$ cat config.mk
export PLATFORM = sky130hd
export DESIGN_NAME = awc_host_flat
export DESIGN_NICKNAME = d
export VERILOG_FILES = /design/src/inc/awc_pkg.sv /design/src/inc/awc_link_if.sv /design/src/logic/awc_host.sv /design/src/flat_wrapper.sv
export SDC_FILE = /design/constraint.sdc
export NUM_CORES = 1
export LEC_CHECK = 0
export BUFFER_PORTS_ARGS = -buffer_cell sky130_fd_sc_hd__buf_2
export CELL_PAD_IN_SITES_DETAIL_PLACEMENT = 0
export CELL_PAD_IN_SITES_GLOBAL_PLACEMENT = 2
export CORE_MARGIN = 2
export CORE_UTILIZATION = 40
export DETAILED_ROUTE_END_ITERATION = 8
export PLACE_DENSITY = 0.81
export SLEW_MARGIN = 40
export SYNTH_ARGS = -nofsm -noshare
export SYNTH_HDL_FRONTEND = slang
export SYNTH_SLANG_ARGS = --single-unit
$ cat constraint.sdc
create_clock -name clk -period 6 [get_ports clk]
set_input_delay 0.6 -clock clk [delete_from_list [all_inputs] [get_ports clk]]
set_output_delay 0.6 -clock clk [all_outputs]
set_load 0.01 [all_outputs]
$ cat src/inc/awc_pkg.sv
// Purpose: Shared constants for the write-command handler link and controller.
// Assumes: One clock; link strobes are synchronous to it.
// Notes: Link addresses select command block registers of the device.
package awc_pkg;
	// ----------------------------------------
	// Command codes
	// ----------------------------------------
	localparam logic [7:0] CMD_FUA_MULT_EXT = 8'hCE;
	localparam logic [7:0] CMD_WRITE_SECT = 8'h30;
	localparam logic [7:0] CMD_RETRY_IGNORE = 8'hFE;
	// ----------------------------------------
	// Link register addresses
	// ----------------------------------------
	localparam logic [3:0] A_DATA = 4'h0;
	localparam logic [3:0] A_FEAT = 4'h1;
	localparam logic [3:0] A_COUNT = 4'h2;
	localparam logic [3:0] A_SECT = 4'h3;
	localparam logic [3:0] A_CYLLO = 4'h4;
	localparam logic [3:0] A_CYLHI = 4'h5;
	localparam logic [3:0] A_DEVHEAD = 4'h6;
	localparam logic [3:0] A_CMD = 4'h7;
	localparam logic [3:0] A_DEVCTL = 4'h8;
	// ----------------------------------------
	// Bit positions and fixed values
	// ----------------------------------------
	localparam int ST_BUSY = 7;
	localparam int ST_READY = 6;
	localparam int ST_SEEK = 4;
	localparam int ST_DRQ = 3;
	localparam int ST_ERR = 0;
	localparam int ER_IDNF = 4;
	localparam int ER_ABRT = 2;
	localparam int CTL_HOB = 7;
	localparam int DH_LBA = 6;
	localparam int DH_DRV = 4;
	localparam logic [7:0] DH_ONES = 8'hA0;
	localparam logic [7:0] HOB_SET = 8'h80;
	localparam logic [7:0] WORD_LAST = 8'hFF;
	localparam logic [16:0] ZERO_COUNT_EXT = 17'h10000;
	localparam logic [16:0] ZERO_COUNT_28 = 17'h00100;
	// ----------------------------------------
	// Controller register offsets
	// ----------------------------------------
	localparam logic [7:0] R_CTRL = 8'h00;
	localparam logic [7:0] R_OPCODE = 8'h04;
	localparam logic [7:0] R_LBA_LO = 8'h08;
	localparam logic [7:0] R_LBA_HI = 8'h0C;
	localparam logic [7:0] R_COUNT = 8'h10;
	localparam logic [7:0] R_DATA = 8'h14;
	localparam logic [7:0] R_STATUS = 8'h18;
	localparam logic [7:0] R_IRQ_STAT = 8'h1C;
	localparam logic [7:0] R_IRQ_MASK = 8'h20;
	localparam logic [7:0] R_RESULT0 = 8'h24;
	localparam logic [7:0] R_RESULT1 = 8'h28;
	localparam int IRQ_DONE = 0;
	localparam int IRQ_ERR = 1;
	localparam int IRQ_BLOCK = 2;
	localparam logic [3:0] PROG_LAST = 4'hA;
	localparam logic [3:0] RB_LAST_28 = 4'h5;
	localparam logic [3:0] RB_LAST_EXT = 4'hA;
endpackage : awc_pkg

$ cat src/inc/awc_link_if.sv
// Purpose: Command block register link between controller and device.
// Assumes: cs is a one-cycle strobe; read data is valid one cycle after it.
// Notes: intrq is a level held by the device until status is read.
`timescale 1ns/100ps
interface awc_link_if;
	logic cs;
	logic we;
	logic [3:0] addr;
	logic [15:0] wdata;
	logic [15:0] rdata;
	logic intrq;
	modport dev (input cs, input we, input addr, input wdata, output rdata, output intrq);
	modport hst (output cs, output we, output addr, output wdata, input rdata, input intrq);
endinterface : awc_link_if

$ cat src/logic/awc_host.sv
// Purpose: Host end; APB-programmed controller that issues write commands.
// Assumes: Software fills OPCODE, LBA, COUNT then sets start; data via DATA.
// Notes: DATA writes stall on pready while the one-word buffer is full.
`timescale 1ns/100ps
module awc_host (
	awc_link_if.hst lnk,
	input wire logic clk,
	input wire logic nrst,
	input wire logic psel,
	input wire logic penable,
	input wire logic pwrite,
	input wire logic [7:0] paddr,
	input wire logic [31:0] pwdata,
	output logic [31:0] prdata_q,
	output logic pready_q,
	output logic pslverr_q,
	output logic irq_q
);
	typedef enum logic [2:0] {H_IDLE, H_PROG, H_POLL, H_W1, H_W2, H_RB} awc_hstate_t;
	awc_hstate_t state_q;
	logic [7:0] opcode_q, dstat_q;
	logic [47:0] lba_q;
	logic [15:0] count_q, dbuf_q;
	logic lba_mode_q, drv_q, dbuf_full_q, rb_q, intrq_d_q;
	logic [2:0] stat_q, mask_q, clr_q;
	logic [3:0] step_q;
	logic [7:0] res_q [0:10];
	logic cs_q, we_q;
	logic [3:0] addr_q;
	logic [15:0] wdata_q;
	logic take, start_go, data_go, ext, dbusy, ddrq;
	logic [2:0] ev;
	logic [7:0] dh_b;
	logic [12:0] rb;

	assign take = psel & penable & pready_q;
	assign start_go = take && pwrite && paddr == awc_pkg::R_CTRL && pwdata[0] && state_q == H_IDLE;
	assign ext = opcode_q == awc_pkg::CMD_FUA_MULT_EXT;
	assign dbusy = lnk.rdata[awc_pkg::ST_BUSY];
	assign ddrq = lnk.rdata[awc_pkg::ST_DRQ];
	assign data_go = state_q == H_W2 && !rb_q && !dbusy && ddrq && dbuf_full_q;
	assign dh_b = awc_pkg::DH_ONES | {1'b0, lba_mode_q | ext, 1'b0, drv_q, ext ? 4'h0 : lba_q[27:24]};
	assign rb = rb_op(step_q);
	assign lnk.cs = cs_q;
	assign lnk.we = we_q;
	assign lnk.addr = addr_q;
	assign lnk.wdata = wdata_q;

	// Programming sequence; for 28-bit the previous slots repeat the current byte
	function automatic logic [11:0] prog_op(input logic [3:0] s);
		case (s)
			4'h0: prog_op = {awc_pkg::A_DEVCTL, 8'h00};
			4'h1: prog_op = {awc_pkg::A_COUNT, ext ? count_q[15:8] : count_q[7:0]};
			4'h2: prog_op = {awc_pkg::A_COUNT, count_q[7:0]};
			4'h3: prog_op = {awc_pkg::A_SECT, ext ? lba_q[31:24] : lba_q[7:0]};
			4'h4: prog_op = {awc_pkg::A_SECT, lba_q[7:0]};
			4'h5: prog_op = {awc_pkg::A_CYLLO, ext ? lba_q[39:32] : lba_q[15:8]};
			4'h6: prog_op = {awc_pkg::A_CYLLO, lba_q[15:8]};
			4'h7: prog_op = {awc_pkg::A_CYLHI, ext ? lba_q[47:40] : lba_q[23:16]};
			4'h8: prog_op = {awc_pkg::A_CYLHI, lba_q[23:16]};
			4'h9: prog_op = {awc_pkg::A_DEVHEAD, dh_b};
			default: prog_op = {awc_pkg::A_CMD, opcode_q};
		endcase
	endfunction : prog_op

	// Readback sequence: {write, address, data}
	function automatic logic [12:0] rb_op(input logic [3:0] s);
		case (s)
			4'h0: rb_op = {1'b0, awc_pkg::A_FEAT, 8'h00};
			4'h1: rb_op = {1'b0, awc_pkg::A_COUNT, 8'h00};
			4'h2: rb_op = {1'b0, awc_pkg::A_SECT, 8'h00};
			4'h3: rb_op = {1'b0, awc_pkg::A_CYLLO, 8'h00};
			4'h4: rb_op = {1'b0, awc_pkg::A_CYLHI, 8'h00};
			4'h5: rb_op = {1'b0, awc_pkg::A_DEVHEAD, 8'h00};
			4'h6: rb_op = {1'b1, awc_pkg::A_DEVCTL, awc_pkg::HOB_SET};
			4'h7: rb_op = {1'b0, awc_pkg::A_SECT, 8'h00};
			4'h8: rb_op = {1'b0, awc_pkg::A_CYLLO, 8'h00};
			4'h9: rb_op = {1'b0, awc_pkg::A_CYLHI, 8'h00};
			default: rb_op = {1'b1, awc_pkg::A_DEVCTL, 8'h00};
		endcase
	endfunction : rb_op

	// ----------------------------------------
	// APB slave
	// ----------------------------------------
	// pready follows one cycle after the access phase; DATA waits for room
	always_ff @(posedge clk or negedge nrst) begin
		if (!nrst) begin
			pready_q <= 1'b0; pslverr_q <= 1'b0; prdata_q <= 32'h00000000;
			opcode_q <= 8'h00; lba_q <= 48'h000000000000; count_q <= 16'h0000;
			lba_mode_q <= 1'b0; drv_q <= 1'b0; mask_q <= 3'h0; clr_q <= 3'h0;
			dbuf_q <= 16'h0000;
		end else if (take) begin
			pready_q <= 1'b0;
			if (pwrite) begin
				if (paddr == awc_pkg::R_CTRL) begin
					lba_mode_q <= pwdata[1];
					drv_q <= pwdata[2];
				end else if (paddr == awc_pkg::R_OPCODE) begin
					opcode_q <= pwdata[7:0];
				end else if (paddr == awc_pkg::R_LBA_LO) begin
					lba_q[31:0] <= pwdata;
				end else if (paddr == awc_pkg::R_LBA_HI) begin
					lba_q[47:32] <= pwdata[15:0];
				end else if (paddr == awc_pkg::R_COUNT) begin
					count_q <= pwdata[15:0];
				end else if (paddr == awc_pkg::R_DATA) begin
					dbuf_q <= pwdata[15:0];
				end else if (paddr == awc_pkg::R_IRQ_MASK) begin
					mask_q <= pwdata[2:0];
				end
			end
		end else if (psel && penable && !(pwrite && paddr == awc_pkg::R_DATA && dbuf_full_q)) begin
			pready_q <= 1'b1;
			pslverr_q <= paddr > awc_pkg::R_RESULT1 || paddr[1:0] != 2'b00;
			clr_q <= (!pwrite && paddr == awc_pkg::R_IRQ_STAT) ? stat_q : 3'h0;
			if (pwrite) begin
				prdata_q <= 32'h00000000;
			end else if (paddr == awc_pkg::R_CTRL) begin
				prdata_q <= {29'h0, drv_q, lba_mode_q, 1'b0};
			end else if (paddr == awc_pkg::R_OPCODE) begin
				prdata_q <= {24'h0, opcode_q};
			end else if (paddr == awc_pkg::R_LBA_LO) begin
				prdata_q <= lba_q[31:0];
			end else if (paddr == awc_pkg::R_LBA_HI) begin
				prdata_q <= {16'h0, lba_q[47:32]};
			end else if (paddr == awc_pkg::R_COUNT) begin
				prdata_q <= {16'h0, count_q};
			end else if (paddr == awc_pkg::R_STATUS) begin
				prdata_q <= {res_q[1], res_q[0], dstat_q, 6'h0, dbuf_full_q, state_q != H_IDLE};
			end else if (paddr == awc_pkg::R_IRQ_STAT) begin
				prdata_q <= {29'h0, stat_q};
			end else if (paddr == awc_pkg::R_IRQ_MASK) begin
				prdata_q <= {29'h0, mask_q};
			end else if (paddr == awc_pkg::R_RESULT0) begin
				prdata_q <= {res_q[5], res_q[4], res_q[3], res_q[2]};
			end else if (paddr == awc_pkg::R_RESULT1) begin
				prdata_q <= {8'h00, res_q[9], res_q[8], res_q[7]};
			end else begin
				prdata_q <= 32'h00000000;
			end
		end
	end

	// Data word buffer
	always_ff @(posedge clk or negedge nrst) begin
		if (!nrst) begin
			dbuf_full_q <= 1'b0;
		end else if (take && pwrite && paddr == awc_pkg::R_DATA) begin
			dbuf_full_q <= 1'b1;
		end else if (data_go || state_q == H_IDLE) begin
			dbuf_full_q <= 1'b0;
		end
	end

	// Sticky events; read clears only what was read, new events win
	always_ff @(posedge clk or negedge nrst) begin
		if (!nrst) begin
			stat_q <= 3'h0;
			irq_q <= 1'b0;
			intrq_d_q <= 1'b0;
		end else begin
			intrq_d_q <= lnk.intrq;
			stat_q <= (stat_q & ~(take ? clr_q : 3'h0)) | ev;
			irq_q <= |(stat_q & mask_q);
		end
	end

	// Events; done fires on the last readback step, a read or the closing write
	always_comb begin
		ev = 3'h0;
		ev[awc_pkg::IRQ_BLOCK] = lnk.intrq & ~intrq_d_q;
		ev[awc_pkg::IRQ_DONE] = rb_q &&
			step_q == (ext ? awc_pkg::RB_LAST_EXT : awc_pkg::RB_LAST_28) &&
			((state_q == H_W2 && !rb[12]) || (state_q == H_RB && rb[12]));
		ev[awc_pkg::IRQ_ERR] = ev[awc_pkg::IRQ_DONE] && dstat_q[awc_pkg::ST_ERR];
	end

	// ----------------------------------------
	// Link sequencer
	// ----------------------------------------
	always_ff @(posedge clk or negedge nrst) begin
		if (!nrst) begin
			state_q <= H_IDLE; step_q <= 4'h0; rb_q <= 1'b0; dstat_q <= 8'h00;
			cs_q <= 1'b0; we_q <= 1'b0; addr_q <= 4'h0; wdata_q <= 16'h0000;
			for (int i = 0; i <= 10; i++) begin
				res_q[i] <= 8'h00;
			end
		end else begin
			cs_q <= 1'b0;
			case (state_q)
				H_IDLE: begin
					step_q <= 4'h0;
					rb_q <= 1'b0;
					if (start_go) begin
						state_q <= H_PROG;
					end
				end
				H_PROG: begin
					cs_q <= 1'b1;
					we_q <= 1'b1;
					{addr_q, wdata_q[7:0]} <= prog_op(step_q);
					wdata_q[15:8] <= 8'h00;
					step_q <= step_q + 4'h1;
					if (step_q == awc_pkg::PROG_LAST) begin
						state_q <= H_POLL;
					end
				end
				H_POLL: begin
					cs_q <= 1'b1;
					we_q <= 1'b0;
					addr_q <= awc_pkg::A_CMD;
					state_q <= H_W1;
				end
				H_W1: state_q <= H_W2;
				H_W2: begin
					if (rb_q) begin
						res_q[step_q] <= lnk.rdata[7:0];
						if (step_q == (ext ? awc_pkg::RB_LAST_EXT : awc_pkg::RB_LAST_28)) begin
							state_q <= H_IDLE;
						end else begin
							step_q <= step_q + 4'h1;
							state_q <= H_RB;
						end
					end else begin
						dstat_q <= lnk.rdata[7:0];
						state_q <= H_POLL;
						if (data_go) begin
							cs_q <= 1'b1;
							we_q <= 1'b1;
							addr_q <= awc_pkg::A_DATA;
							wdata_q <= dbuf_q;
						end else if (!dbusy && !ddrq) begin
							rb_q <= 1'b1;
							step_q <= 4'h0;
							state_q <= H_RB;
						end
					end
				end
				H_RB: begin
					cs_q <= 1'b1;
					{we_q, addr_q, wdata_q[7:0]} <= rb;
					wdata_q[15:8] <= 8'h00;
					if (rb[12]) begin
						if (step_q == (ext ? awc_pkg::RB_LAST_EXT : awc_pkg::RB_LAST_28)) begin
							state_q <= H_IDLE;
						end else begin
							step_q <= step_q + 4'h1;
						end
					end else begin
						state_q <= H_W1;
					end
				end
				default: state_q <= H_IDLE;
			endcase
		end
	end
endmodule : awc_host

$ cat src/flat_wrapper.sv
// flat-port wrapper written by rule: the top's interface ports become plain ports
module awc_host_flat 
  (clk, nrst, psel, penable, pwrite, paddr, pwdata, prdata_q, pready_q, pslverr_q, irq_q, lnk_cs, lnk_we, lnk_addr, lnk_wdata, lnk_rdata, lnk_intrq);
  awc_link_if lnk_i ();
  input wire logic clk;
  input wire logic nrst;
  input wire logic psel;
  input wire logic penable;
  input wire logic pwrite;
  input wire logic [7:0] paddr;
  input wire logic [31:0] pwdata;
  output logic [31:0] prdata_q;
  output logic pready_q;
  output logic pslverr_q;
  output logic irq_q;
  output wire logic [$bits(lnk_i.cs)-1:0] lnk_cs;
  output wire logic [$bits(lnk_i.we)-1:0] lnk_we;
  output wire logic [$bits(lnk_i.addr)-1:0] lnk_addr;
  output wire logic [$bits(lnk_i.wdata)-1:0] lnk_wdata;
  input wire logic [$bits(lnk_i.rdata)-1:0] lnk_rdata;
  input wire logic [$bits(lnk_i.intrq)-1:0] lnk_intrq;
  assign lnk_cs = lnk_i.cs;
  assign lnk_we = lnk_i.we;
  assign lnk_addr = lnk_i.addr;
  assign lnk_wdata = lnk_i.wdata;
  assign lnk_i.rdata = lnk_rdata;
  assign lnk_i.intrq = lnk_intrq;
  awc_host u_core (.lnk(lnk_i), .clk(clk), .nrst(nrst), .psel(psel), .penable(penable), .pwrite(pwrite), .paddr(paddr), .pwdata(pwdata), .prdata_q(prdata_q), .pready_q(pready_q), .pslverr_q(pslverr_q), .irq_q(irq_q));
endmodule
==> impl_metrics.json <==
{
  "run_status": "finished with violations",
  "violations": "hold timing",
  "die_x_um": 178,
  "synth_cell_types": 77,
  "io_pins": 119,
  "grt_overflow_total": 0,
  "required_ns": 6.43,
  "fin_skew_ns": 0.0445,
  "cap_violations": 0,
  "cts_buffers": 28,
  "cts_setup_buffers": 0,
  "hold_path.class": "in -> async",
  "syn_to_final_growth_pct": 16.0,
  "tightest_slew_ns": 0.900,
  "cp-endpoint": "u_core.lba_q[29]",
  "core_area_mm2": 0.0298,
  "yosys_warnings": 0,
  "rsz0062_at_grt": "no",
  "final_antenna_net_count": 0,
  "synth_ff_type": "dfrtp_1",
  "startpoint_type": "input pin",
  "netlist.area_leader.share": 0.507,
  "synthCells": 1106,
  "r2r_end": "u_core.stat_q[1]",
  "crit_chain": "buf_2 > and2b_1 > and2_1 > buf_4 > nand2_1 > nor2_4 > buf_4 > mux2_2",
  "endpoint_kind": "flop",
  "arrival_ns": 3.63,
  "ctsHtreeMaxLevel": 1,
  "finalWirelength_mm": 39.9,
  "clock_latency_ns": 0.58,
  "chipHeight_um": 178,
  "finalCritPeriodShare": 0.533,
  "yosysSeqAreaShare": 0.507,
  "n_antenna_cell": 0,
  "grt_pass1_wl_mm": 59.7,
  "cts.clk_slew.worst_paths_ns": 0.06,
  "cts_buffer_depth": 3,
  "start_util": 0.408,
  "startpoint": "paddr[3]",
  "cp.depth": 8,
  "synth_area_per_cell_um2": 11.0,
  "max_stage_delay_ns": 0.58,
  "viasPerCell": 5.94,
  "period_minus_slack_ns": 3.20,
  "cts_tree": "done",
  "cts_sinks": 246,
  "grtUsageTotal": 0.252,
  "rr_startpoint": "u_core.opcode_q[4]",
  "layout.nets": 1258,
  "synth_area_mm2": 0.0121,
  "crit_buf_inv": 3,
  "crit_family": "buffers and inverters",
  "critical_path_class": "in -> reg",
  "cpMaxStageDelayCell": "buf_2",
  "synth-edff-count": 0,
  "slew_headroom": 0.396,
  "grt_pass1_vias": 9407,
  "antenna_found_initial": 0,
  "timing.hold.ws_ns": -0.00556,
  "portBuffers": 110,
  "synth_nets": 1172,
  "ys_ff_latch": 246,
  "p_leak_nw": 6.32,
  "path_max_fanout": 33,
  "row_count": 63,
  "fmax_mhz": 313,
  "layout_common_cells": "dfrtp_1, mux2_2, nand2_1",
  "ys_async_sr_fraction": 1.00,
  "place_area_mm2": 0.0131,
  "cts-root-buf": "clkbuf_16",
  "power.density_mw_per_mm2": 308,
  "post_cts_resized": 0,
  "fillerInstances": 2806,
  "drive_gt1_frac": 0.294,
  "ctsHoldBuffers": 0,
  "worstRegToRegCells": 6,
  "drc_errors": 0,
  "vias": 9515,
  "grt_start_max_net_pins": 105,
  "drt_iter0_drc": 746,
  "synth_top_area_cell": "dfrtp_1",
  "finalSetupViolCount": 0,
  "mostFrequentLayoutCell": "dfrtp_1",
  "crit_top_cell": "buf_4",
  "finalMaxSlewViolations": 0,
  "dp_hpwl_mm": 27.9,
  "hold_viol": 3,
  "ir_worst_vdd_mv": 0.230,
  "die_area_mm2": 0.0318,
  "final_area_mm2": 0.0141,
  "setup_tns_ns": 0,
  "gp_congestion": 0.927,
  "first_pass_iters": 5,
  "detail_route.wl_per_cell_um": 24.9,
  "reg2reg_setup_slack_ns": 2.85,
  "synthTopCellsByArea": "dfrtp_1, mux2_2, nand2_1"
}
==> sequential cells by signal, summed over array words and instances, names as in the netlist, 3 cells and up <==
| name | cells |
|---|---|
| u_core.res_q | 72 |
| u_core.lba_q | 48 |
| u_core.prdata_q | 32 |
| u_core.count_q | 16 |
| u_core.dbuf_q | 16 |
| u_core.lnk.wdata | 16 |
| u_core.dstat_q | 8 |
| u_core.opcode_q | 8 |
| u_core.lnk.addr | 4 |
| u_core.step_q | 4 |
| u_core.clr_q | 3 |
| u_core.mask_q | 3 |
| u_core.stat_q | 3 |
| u_core.state_q | 3 |
==> power by group <==
group          internal [W]  total (W)  leakage, nW  switching, W
clock               0.00110    0.00181        0.494      0.000715
combinational      0.000240   0.000672         2.62      0.000432
sequential          0.00177    0.00186         3.20     0.0000917
==> cells in the mapped netlist (4+ instances only) <==
| library cell | number |
|---|---|
| and2_1 | 6 |
| a211oi_1 | 8 |
| dfrtp_1 | 246 |
| nor2_1 | 38 |
| and3_1 | 6 |
| mux2i_1 | 21 |
| o21ai_0 | 51 |
| buf_1 | 10 |
| a221o_1 | 5 |
| buf_2 | 21 |
| nand2b_1 | 11 |
| nand2_1 | 117 |
| nor3_1 | 13 |
| inv_1 | 20 |
| ha_1 | 4 |
| o21ai_1 | 10 |
| a32oi_1 | 5 |
| a21oi_1 | 79 |
| a22oi_1 | 37 |
| o221ai_1 | 8 |
| a2111oi_0 | 6 |
| mux2_2 | 146 |
| clkbuf_1 | 35 |
| a21o_1 | 13 |
| a22o_1 | 20 |
| nor3_2 | 5 |
| a31oi_1 | 7 |
| nor2b_1 | 7 |
| nor2_2 | 5 |
| a222oi_1 | 9 |
| mux2_1 | 22 |
| nor4_1 | 7 |
| nand3_1 | 17 |
| nor3b_1 | 4 |
| o22ai_1 | 27 |
==> kinds of logic (layout without fill, tap and decap cells) <==
kind of cell / after synthesis / after routing / share of synthesized area
muxes: 191 / 191 / 0.177
AOI/OAI and AO/OA: 310 / 310 / 0.168
DFF: 246 / 246 / 0.507
adders and majority gates: 4 / 4 / 0.00412
buffers and inverters: 92 / 199 / 0.0331
xor gates and xnor gates: 1 / 1 / 0.000721
and+or+nand+nor: 262 / 262 / 0.110
==> final cells by class <==
type | count | area, um^2 | share of cell area
Multi-Input combinational cell | 768 | 5650 | 0.401
Sequential cell | 246 | 6160 | 0.437
Inverter | 21 | 78.8 | 0.00559
Clock inverter | 12 | 166 | 0.0118
Clock buffer | 39 | 832 | 0.0590
Tap cell | 390 | 488 | 0.0346
Timing Repair Buffer | 127 | 721 | 0.0511
==> layer usage <==
| metal | wire, um | vias to the layer above | track usage |
|---|---|---|---|
| li1 | - | 4265 | - |
| met1 | 18100 | 4845 | 0.365 |
| met2 | 18000 | 333 | 0.392 |
| met3 | 2530 | 72 | 0.0433 |
| met4 | 1220 | 0 | 0.0657 |
| met5 | 0 | - | 0 |
==> worst min path at each step <==
stage,from,end,slack (ns)
final,nrst,u_core.lnk.cs,-0.006
after global routing,nrst,u_core.lnk.addr[0],0.04
after CTS,nrst,u_core.prdata_q[29],0.005
after detailed placement,u_core.intrq_d_q,u_core.stat_q[2],0.42
after global placement,u_core.intrq_d_q,u_core.stat_q[2],0.41
after floorplan,nrst,u_core.clr_q[0],0.30
==> metrics by stage <==
| step | utilization | instances | power [W] | setup slack (ns) |
|---|---|---|---|---|
| after CTS | 0.473 | 1603 | 0.00438 | 2.86 |
| after global placement | 0.437 | 1549 | 0.00254 | 2.34 |
| after detailed placement | 0.439 | 1552 | 0.00256 | 2.31 |
| after floorplan | - | 1106 | 0.00226 | 3.70 |
| after global routing | 0.473 | 1603 | 0.00451 | 2.65 |
| final | 0.473 | 1603 | 0.00434 | 2.80 |
(Power assumes the default switching activity.)
